--- src/rtl/led_ctrl_pkg.sv ---
// constants shared by the led driver control register group
package led_ctrl_pkg;

  // register addresses
  localparam logic [6:0] ADDR_STATUS3 = 7'h05;
  localparam logic [6:0] ADDR_THERMAL_WARN_LIMIT = 7'h06;
  localparam logic [6:0] ADDR_SLEEP_CONTROL = 7'h07;
  localparam logic [6:0] ADDR_CH1_CURRENT_LOW = 7'h08;
  localparam logic [6:0] ADDR_CH1_CURRENT_HIGH = 7'h09;
  localparam logic [6:0] ADDR_CH2_CURRENT_LOW = 7'h0A;
  localparam logic [6:0] ADDR_CH2_CURRENT_HIGH = 7'h0B;
  localparam logic [6:0] ADDR_PWM_CLOCK_DIVIDER = 7'h0C;

  // reset values
  localparam logic [7:0] THERMAL_WARN_LIMIT_RST = 8'h8A;
  localparam logic [1:0] SLEEP_FIELD_RST = 2'h0;
  localparam logic [9:0] CURRENT_CODE_RST = 10'h000;
  localparam logic [2:0] DIV_SELECT_RST = 3'h4;

  // field layout
  localparam int THERMAL_WARN_BIT = 3;
  localparam int CODE_LOW_BITS = 2;
  localparam int SLEEP_BITS = 2;
  localparam int DIV_SEL_BITS = 3;
  localparam int TEMP_BITS = 10;
  localparam int TEMP_KEEP_LSB = 2;

  // sleep command encodings
  localparam logic [1:0] SLEEP_CMD_EXIT = 2'h0;
  localparam logic [1:0] SLEEP_CMD_ENTER = 2'h1;

  // serial frame layout: write flag, 7-bit address, 8-bit data
  localparam int FRAME_BITS = 16;
  localparam int CMD_BITS = 8;
  localparam logic [4:0] BIT_COUNT_CMD = 5'h08;
  localparam logic [4:0] BIT_COUNT_FRAME = 5'h10;

  // oscillator that feeds the pwm clock divider
  localparam longint OSC_FREQ_HZ = 10_800_000;
  localparam int DIV_COUNT_BITS = 7;

  // divide ratio for each divider select code
  function automatic logic [DIV_COUNT_BITS-1:0] div_ratio(input logic [2:0] sel);
    logic [DIV_COUNT_BITS-1:0] r;
    r = 7'h10;
    unique case (sel)
      3'h0: r = 7'h07;
      3'h1: r = 7'h08;
      3'h2: r = 7'h0A;
      3'h3: r = 7'h0C;
      3'h4: r = 7'h10;
      3'h5: r = 7'h18;
      3'h6: r = 7'h31;
      3'h7: r = 7'h62;
    endcase
    return r;
  endfunction

endpackage

--- src/rtl/pwm_clock_divider.sv ---
// divides oscillator edges down to the internal pwm generator tick
`timescale 1ns/1ps
`default_nettype none

module pwm_clock_divider
  import led_ctrl_pkg::*;
(
  input wire logic clk,
  input wire logic rst_n,
  input wire logic osc_edge,
  input wire logic [DIV_SEL_BITS-1:0] div_sel,
  output logic pwm_tick_q
);

  logic [DIV_COUNT_BITS-1:0] cnt_q, cnt_d;
  logic pwm_tick_d;

  // count oscillator edges; a new select moves the current wrap point at once, and
  // a count that already passed the new ratio wraps on the next edge
  always_comb begin
    cnt_d = cnt_q;
    pwm_tick_d = 1'b0;
    if (osc_edge) begin
      if (cnt_q >= div_ratio(div_sel) - 7'h01) begin
        cnt_d = '0;
        pwm_tick_d = 1'b1;
      end else begin
        cnt_d = cnt_q + 7'h01;
      end
    end
  end

  always_ff @(posedge clk or negedge rst_n) begin
    if (!rst_n) begin
      cnt_q <= '0;
      pwm_tick_q <= 1'b0;
    end else begin
      cnt_q <= cnt_d;
      pwm_tick_q <= pwm_tick_d;
    end
  end

endmodule

`default_nettype wire

--- src/rtl/led_driver_control_regs.sv ---
// serial-accessed control register group of a dual-channel led driver
`timescale 1ns/1ps
`default_nettype none

module led_driver_control_regs
  import led_ctrl_pkg::*;
(
  input wire logic clk,
  input wire logic rst_n,
  input wire logic spi_sclk,
  input wire logic spi_cs_n,
  input wire logic spi_mosi,
  output logic spi_miso_q,
  output logic spi_miso_oe_n_q,
  input wire logic osc_clk,
  input wire logic [TEMP_BITS-1:0] temp_code,
  input wire logic temp_valid,
  output logic thermal_warn_flag_q,
  output logic [7:0] temp_msb_q,
  output logic sleep_mode_q,
  output logic [9:0] ch1_current_code_q,
  output logic [9:0] ch2_current_code_q,
  output logic [DIV_SEL_BITS-1:0] pwm_clock_divide_select_q,
  output logic pwm_tick_q
);

  // ---------------------------------------------------------------------
  // pin synchronisers
  // ---------------------------------------------------------------------
  logic [3:0] sync1_q, sync2_q;
  logic sclk_prev_q;
  logic [3:0] sync1_d, sync2_d;
  logic sclk_prev_d;
  logic osc_prev_q, osc_prev_d;
  logic sclk_s, cs_n_s, mosi_s, osc_s;
  logic sclk_rise, sclk_fall, osc_edge;

  // stage one is only read by stage two; edge detectors look at stage two
  always_comb begin
    sync1_d = {osc_clk, spi_mosi, spi_cs_n, spi_sclk};
    sync2_d = sync1_q;
    sclk_prev_d = sync2_q[0];
    osc_prev_d = sync2_q[3];
  end

  // reset levels match the idle pins (cs_n high, sclk low), so no false edge follows reset
  always_ff @(posedge clk or negedge rst_n) begin
    if (!rst_n) begin
      sync1_q <= 4'h2;
      sync2_q <= 4'h2;
      sclk_prev_q <= 1'b0;
      osc_prev_q <= 1'b0;
    end else begin
      sync1_q <= sync1_d;
      sync2_q <= sync2_d;
      sclk_prev_q <= sclk_prev_d;
      osc_prev_q <= osc_prev_d;
    end
  end

  assign sclk_s = sync2_q[0];
  assign cs_n_s = sync2_q[1];
  assign mosi_s = sync2_q[2];
  assign osc_s = sync2_q[3];
  assign sclk_rise = !cs_n_s && sclk_s && !sclk_prev_q;
  assign sclk_fall = !cs_n_s && !sclk_s && sclk_prev_q;
  assign osc_edge = osc_s && !osc_prev_q;

  // ---------------------------------------------------------------------
  // serial frame engine
  // ---------------------------------------------------------------------
  logic [4:0] bit_cnt_q, bit_cnt_d;
  logic [FRAME_BITS-2:0] rx_q, rx_d;
  logic [7:0] tx_q, tx_d;
  logic wr_flag_q, wr_flag_d;
  logic [6:0] addr_q, addr_d;
  logic spi_miso_d, spi_miso_oe_n_d;
  logic cmd_done, frame_done;
  logic [FRAME_BITS-1:0] shift_in;

  // a frame cut short by cs_n never reaches the sixteenth rise, so it writes nothing
  assign shift_in = {rx_q, mosi_s};
  assign cmd_done = sclk_rise && (bit_cnt_q == BIT_COUNT_CMD - 5'h01);
  assign frame_done = sclk_rise && (bit_cnt_q == BIT_COUNT_FRAME - 5'h01);

  // shift in on sclk rise, shift out on sclk fall (mode 0, msb first)
  always_comb begin
    bit_cnt_d = bit_cnt_q;
    rx_d = rx_q;
    tx_d = tx_q;
    wr_flag_d = wr_flag_q;
    addr_d = addr_q;
    spi_miso_d = spi_miso_q;
    spi_miso_oe_n_d = cs_n_s;
    if (cs_n_s) begin
      bit_cnt_d = '0;
      tx_d = 8'h00;
      spi_miso_d = 1'b0;
    end else begin
      if (sclk_rise) begin
        rx_d = shift_in[FRAME_BITS-2:0];
        if (bit_cnt_q != BIT_COUNT_FRAME) begin
          bit_cnt_d = bit_cnt_q + 5'h01;
        end
        if (cmd_done) begin
          wr_flag_d = shift_in[CMD_BITS-1];
          addr_d = shift_in[6:0];
          tx_d = read_mux(shift_in[6:0]);
        end
      end
      if (sclk_fall && bit_cnt_q >= BIT_COUNT_CMD) begin
        spi_miso_d = tx_q[7];
        tx_d = {tx_q[6:0], 1'b0};
      end
    end
  end

  always_ff @(posedge clk or negedge rst_n) begin
    if (!rst_n) begin
      bit_cnt_q <= '0;
      rx_q <= '0;
      tx_q <= 8'h00;
      wr_flag_q <= 1'b0;
      addr_q <= '0;
      spi_miso_q <= 1'b0;
      spi_miso_oe_n_q <= 1'b1;
    end else begin
      bit_cnt_q <= bit_cnt_d;
      rx_q <= rx_d;
      tx_q <= tx_d;
      wr_flag_q <= wr_flag_d;
      addr_q <= addr_d;
      spi_miso_q <= spi_miso_d;
      spi_miso_oe_n_q <= spi_miso_oe_n_d;
    end
  end

  // ---------------------------------------------------------------------
  // control registers
  // ---------------------------------------------------------------------
  logic [7:0] thermal_warn_limit_q, thermal_warn_limit_d;
  logic [SLEEP_BITS-1:0] sleep_field_q, sleep_field_d;
  logic sleep_mode_d;
  logic [9:0] ch1_current_code_d, ch2_current_code_d;
  logic [DIV_SEL_BITS-1:0] pwm_clock_divide_select_d;
  logic wr_en;
  logic [7:0] wr_data;

  // places a low register byte into the two lsbs of a current code
  function automatic logic [9:0] merge_low(input logic [9:0] code, input logic [7:0] data);
    logic [9:0] v;
    v = code;
    v[CODE_LOW_BITS-1:0] = data[CODE_LOW_BITS-1:0];
    return v;
  endfunction

  // places a high register byte into the eight msbs of a current code
  function automatic logic [9:0] merge_high(input logic [9:0] code, input logic [7:0] data);
    logic [9:0] v;
    v = code;
    v[9:CODE_LOW_BITS] = data;
    return v;
  endfunction

  // upper eight bits of a current code, as its high register reads
  function automatic logic [7:0] code_high(input logic [9:0] code);
    return code[9:CODE_LOW_BITS];
  endfunction

  // read data of a register; reserved bits come back as zero
  function automatic logic [7:0] read_mux(input logic [6:0] a);
    logic [7:0] v;
    v = 8'h00;
    unique case (a)
      ADDR_STATUS3: v[THERMAL_WARN_BIT] = thermal_warn_flag_q;
      ADDR_THERMAL_WARN_LIMIT: v = thermal_warn_limit_q;
      ADDR_SLEEP_CONTROL: v[SLEEP_BITS-1:0] = sleep_field_q;
      ADDR_CH1_CURRENT_LOW: v[CODE_LOW_BITS-1:0] = ch1_current_code_q[CODE_LOW_BITS-1:0];
      ADDR_CH1_CURRENT_HIGH: v = code_high(ch1_current_code_q);
      ADDR_CH2_CURRENT_LOW: v[CODE_LOW_BITS-1:0] = ch2_current_code_q[CODE_LOW_BITS-1:0];
      ADDR_CH2_CURRENT_HIGH: v = code_high(ch2_current_code_q);
      ADDR_PWM_CLOCK_DIVIDER: v[DIV_SEL_BITS-1:0] = pwm_clock_divide_select_q;
      default: v = 8'h00;
    endcase
    return v;
  endfunction

  // a write lands when the sixteenth bit of a write frame is taken
  assign wr_en = frame_done && wr_flag_q;
  assign wr_data = shift_in[7:0];

  // reserved bits of each write are simply not stored
  always_comb begin
    thermal_warn_limit_d = thermal_warn_limit_q;
    sleep_field_d = sleep_field_q;
    sleep_mode_d = sleep_mode_q;
    ch1_current_code_d = ch1_current_code_q;
    ch2_current_code_d = ch2_current_code_q;
    pwm_clock_divide_select_d = pwm_clock_divide_select_q;
    if (wr_en) begin
      unique case (addr_q)
        ADDR_THERMAL_WARN_LIMIT: thermal_warn_limit_d = wr_data;
        ADDR_SLEEP_CONTROL: begin
          sleep_field_d = wr_data[SLEEP_BITS-1:0];
          if (wr_data[SLEEP_BITS-1:0] == SLEEP_CMD_EXIT) begin
            sleep_mode_d = 1'b0;
          end else if (wr_data[SLEEP_BITS-1:0] == SLEEP_CMD_ENTER) begin
            sleep_mode_d = 1'b1;
          end
        end
        ADDR_CH1_CURRENT_LOW: ch1_current_code_d = merge_low(ch1_current_code_q, wr_data);
        ADDR_CH1_CURRENT_HIGH: ch1_current_code_d = merge_high(ch1_current_code_q, wr_data);
        ADDR_CH2_CURRENT_LOW: ch2_current_code_d = merge_low(ch2_current_code_q, wr_data);
        ADDR_CH2_CURRENT_HIGH: ch2_current_code_d = merge_high(ch2_current_code_q, wr_data);
        ADDR_PWM_CLOCK_DIVIDER: pwm_clock_divide_select_d = wr_data[DIV_SEL_BITS-1:0];
        default: ; // unmapped and read-only addresses ignore writes
      endcase
    end
  end

  always_ff @(posedge clk or negedge rst_n) begin
    if (!rst_n) begin
      thermal_warn_limit_q <= THERMAL_WARN_LIMIT_RST;
      sleep_field_q <= SLEEP_FIELD_RST;
      sleep_mode_q <= 1'b0;
      ch1_current_code_q <= CURRENT_CODE_RST;
      ch2_current_code_q <= CURRENT_CODE_RST;
      pwm_clock_divide_select_q <= DIV_SELECT_RST;
    end else begin
      thermal_warn_limit_q <= thermal_warn_limit_d;
      sleep_field_q <= sleep_field_d;
      sleep_mode_q <= sleep_mode_d;
      ch1_current_code_q <= ch1_current_code_d;
      ch2_current_code_q <= ch2_current_code_d;
      pwm_clock_divide_select_q <= pwm_clock_divide_select_d;
    end
  end

  // ---------------------------------------------------------------------
  // thermal warning
  // ---------------------------------------------------------------------
  logic thermal_warn_flag_d;
  logic [7:0] temp_msb_d;
  logic warn_set, warn_clear;

  // the two lsbs of the conversion are dropped before compare and readout
  assign warn_set = temp_valid && (temp_code[TEMP_BITS-1:TEMP_KEEP_LSB] > thermal_warn_limit_q);
  // clear on the read of status 3, taken when its data byte is loaded
  assign warn_clear = cmd_done && !shift_in[CMD_BITS-1] && (shift_in[6:0] == ADDR_STATUS3);

  // a warning in the very cycle of the clearing read is kept
  always_comb begin
    thermal_warn_flag_d = thermal_warn_flag_q;
    temp_msb_d = temp_msb_q;
    if (warn_clear) begin
      thermal_warn_flag_d = 1'b0;
    end
    if (warn_set) begin
      thermal_warn_flag_d = 1'b1;
    end
    if (temp_valid) begin
      temp_msb_d = temp_code[TEMP_BITS-1:TEMP_KEEP_LSB];
    end
  end

  always_ff @(posedge clk or negedge rst_n) begin
    if (!rst_n) begin
      thermal_warn_flag_q <= 1'b0;
      temp_msb_q <= 8'h00;
    end else begin
      thermal_warn_flag_q <= thermal_warn_flag_d;
      temp_msb_q <= temp_msb_d;
    end
  end

  // ---------------------------------------------------------------------
  // pwm generator clock
  // ---------------------------------------------------------------------
  // counts synchronised oscillator edges, so osc_clk must stay well below clk/2
  pwm_clock_divider u_div (
    .clk(clk),
    .rst_n(rst_n),
    .osc_edge(osc_edge),
    .div_sel(pwm_clock_divide_select_q),
    .pwm_tick_q(pwm_tick_q)
  );

endmodule

`default_nettype wire

--- config.mk ---
export PLATFORM = sky130hd
export DESIGN_NAME = led_driver_control_regs
export DESIGN_NICKNAME = d
export VERILOG_FILES = /design/src/rtl/led_ctrl_pkg.sv /design/src/rtl/pwm_clock_divider.sv /design/src/rtl/led_driver_control_regs.sv
export SDC_FILE = /design/constraint.sdc
export NUM_CORES = 1
export LEC_CHECK = 0
export BUFFER_PORTS_ARGS = -buffer_cell sky130_fd_sc_hd__buf_4
export CORE_UTILIZATION = 63
export CTS_CLUSTER_SIZE = 40
export DETAILED_ROUTE_END_ITERATION = 16
export GPL_ROUTABILITY_DRIVEN = 0
export PLACE_DENSITY = 0.85
export SYNTH_ARGS = -nofsm -noshare
export SYNTH_HDL_FRONTEND = slang
export SYNTH_SLANG_ARGS = --single-unit
--- constraint.sdc ---
create_clock -name clk -period 5.8 [get_ports clk]
set_clock_uncertainty 0.2 [all_clocks]
set_input_delay 0 -clock clk [delete_from_list [all_inputs] [get_ports clk]]
set_output_delay 0 -clock clk [all_outputs]
set_load 0.01 [all_outputs]
==> results.ini <==
[synthesis]
synth_top_area_cell = dfrtp_1
netlist_top_cells_area = dfrtp_1, mux2_2, ha_1, dfstp_2, mux2i_1
syn_avg_cell_area_um2 = 11.4
synth-seq-cells = 91
synthArstFlopShare = 1.00
yosys_warnings = 0
synth_top_area_frac = 0.470
synth_commonest_cells = dfrtp_1, mux2_2, nor2_1
synth_cell_types = 48
syn_nets = 431
synthMostInstantiatedCell = dfrtp_1
syn_area_um2 = 4470
ys.flop_type = dfrtp_1
yosysSeqAreaShare = 0.511
synthCells = 391
synth_edf_count = 0

[critical_path]
crit_path_end_kind = flip-flop
critPathLaunchType = flip-flop
cpPeakStageDelay_ps = 630
critical_path.cell_chain = inv_1, ha_1, nor2_1, nand2_1, xnor2_1, nand2_1, ha_1, o2111ai_1, a21o_1, a211oi_1, nor2_1
critPathSlowestCell = a211oi_1
path_buf_inv = 1
cp.required_ps = 5820
path_delay_family = compound AO/OA/AOI/OAI gates
crit_type = reg2reg
worstPathMaxFanout = 13
arrival_ps = 3060

[clocking]
root_buffer = clkbuf_8
clk_pin_slew_ps = 100
cts_resized = 0
clk_latency_ps = 360
htreeDepth = 3
cts_made_buffers = 9
cts_max_path_buffers = 2
cts_tree = yes
cts_setup_buffers = 0
clock_sinks = 91

[floorplan]
die_w_um = 86.2
num_rows = 30
core_um2 = 6830
dieArea_um2 = 7430
die_h_um = 86.2
io_pins = 53
start_util = 0.654

[sta]
rsz0062_at_grt = no
worst_pin_slew_ps = 1120
setup_viol = 0
fmax_mhz = 329
finalHoldViolCount = 0
slew_headroom = 0.253
slew_viol_final = 0
tns_ps = 0
finalCritPeriodShare = 0.524
period_needed_ps = 3040
hold_slack_ps = 80.7

[layout]
area_delta_synth_final_pct = 19.6
layout-drive-gt1-share = 0.287
n_antenna_cell = 0
num-fill-cells = 448
final_nets = 499

[global_routing]
grt_pass1_wl_mm = 16.3
grt_max_degree = 92
grt.overflow.total = 0
grt_antenna_before_repair = 0
grt_usage = 0.290
grt_pass1_vias = 3331

[status]
status = finished clean

[routing]
vias = 3276
drtIter0Drc = 225
post-route-drc-count = 0
wire_per_inst_um = 17.4
viasPerCell = 5.85
firstDrtPassIters = 5
antenna_left = 0
routed_wl_mm = 9.76

[pwr]
p_leak_nw = 2.53
powerDensity_nw_per_um2 = 268
ir_drop_uv = 213

[min_path]
worstHoldPathType = in2reg

[placement]
io_buffers = 50
place_hpwl_mm = 6.20

[flow_run]
maxCapViolations = 0

==> registers in the layout (all words and copies together), names as in the netlist, 4 cells and up <==
name / flops
addr_q: 7
bit_cnt_q: 5
ch1_current_code_q: 10
ch2_current_code_q: 10
rx_q: 7
sync1_q: 4
sync2_q: 4
temp_msb_q: 8
thermal_warn_limit_q: 8
tx_q: 8
u_div.cnt_q: 7
==> path summary, 6_finish.rpt <==
kind / start / to / slack (ps) / cells past startpoint
worst min register to register: sync1_q[3]$_DFF_PN0_ / sync2_q[3]$_DFF_PN0_ / 160 / 0
worst min-delay path: spi_sclk / sync1_q[0]$_DFF_PN0_ / 80 / 2
worst max register to register: pwm_clock_divide_select_q[0]$_DFFE_PN0P_ / u_div.cnt_q[3]$_DFFE_PN0P_ / 2760 / 11
worst max-delay path: pwm_clock_divide_select_q[0]$_DFFE_PN0P_ / u_div.cnt_q[3]$_DFFE_PN0P_ / 2760 / 11
min in group asynchronous: rst_n / u_div.pwm_tick_q$_DFF_PN0_ / 210 / 2
max in group asynchronous: rst_n / temp_msb_q[2]$_DFFE_PN0P_ / 4490 / 2
==> power breakdown <==
part	total [mW]	internal, mW	switching, mW	leakage, nW
Clock	0.484	0.246	0.238	0.114
Sequential	0.754	0.677	0.0771	1.19
Combinational	0.196	0.0954	0.101	1.23
Total	1.43	1.02	0.416	2.53
==> through the flow <==
step,setup slack (ps),instances,utilization,power (mW),area [um2]
after global placement,2910,522,0.718,0.929,4910
final,2760,560,0.783,1.43,5350
after floorplan,3020,391,-,0.864,4470
after detailed placement,2810,522,0.718,0.940,4910
after global routing,2480,560,0.783,1.50,5350
after CTS,2760,560,0.783,1.43,5350
==> cells in the final DEF, fill, tap and decap left out, drive strengths merged, types with 2 or more instances in the layout <==
master	instances
dfrtp	84
mux2	54
buf	51
nor2	29
nand2	27
ha	23
dlygate4sd3	22
inv	20
a21oi	18
o21ai	12
mux2i	12
and3	10
o22ai	9
clkbuf	9
xnor2	8
nor2b	8
dfstp	7
nand4	6
nand3	6
xor2	5
a211oi	4
nand2b	4
a31oi	3
nor3	3
a21o	2
or3	2
and3b	2
o31ai	2
and4	2
o32ai	2
a22oi	2
clkinv	2
bufinv	2
nor3b	2
==> area by class of cell <==
| type | count | area [um2] | share of cell area |
|---|---|---|---|
| repair buffers | 73 | 603 | 0.113 |
| well taps | 96 | 120 | 0.0225 |
| flip-flops and latches | 91 | 2290 | 0.428 |
| clock inverters | 7 | 96.3 | 0.0180 |
| inverters | 17 | 63.8 | 0.0119 |
| clock buffers | 9 | 124 | 0.0232 |
| multi-input cells | 267 | 2050 | 0.384 |
==> what timing repair did <==
action / 4_1_cts / 5_1_grt
hold buffers: 22 / 0
endpoints found under the hold margin: 97 / 0
setup endpoints to repair: 0 / 0
==> cell families (layout without fill, tap and decap cells) <==
| logic type | Yosys count | after routing | synth area share |
|---|---|---|---|
| DFF | 91 | 91 | 0.511 |
| AOI/OAI and AO/OA | 59 | 59 | 0.0809 |
| adders and majority gates | 23 | 23 | 0.0644 |
| and+or+nand+nor | 106 | 106 | 0.126 |
| muxes | 66 | 66 | 0.163 |
| buffers and inverters | 33 | 106 | 0.0291 |
| xor gates and xnor gates | 13 | 13 | 0.0255 |
==> metal layers <==
layer  share of wire  vias up  track usage
met5               0        -            0
met1            0.42     1615        0.383
met4           0.023        0        0.123
met3           0.051       21       0.0590
li1                -     1535            -
met2            0.50      105        0.469
No activity file was read; power rests on OpenSTA's default activity.
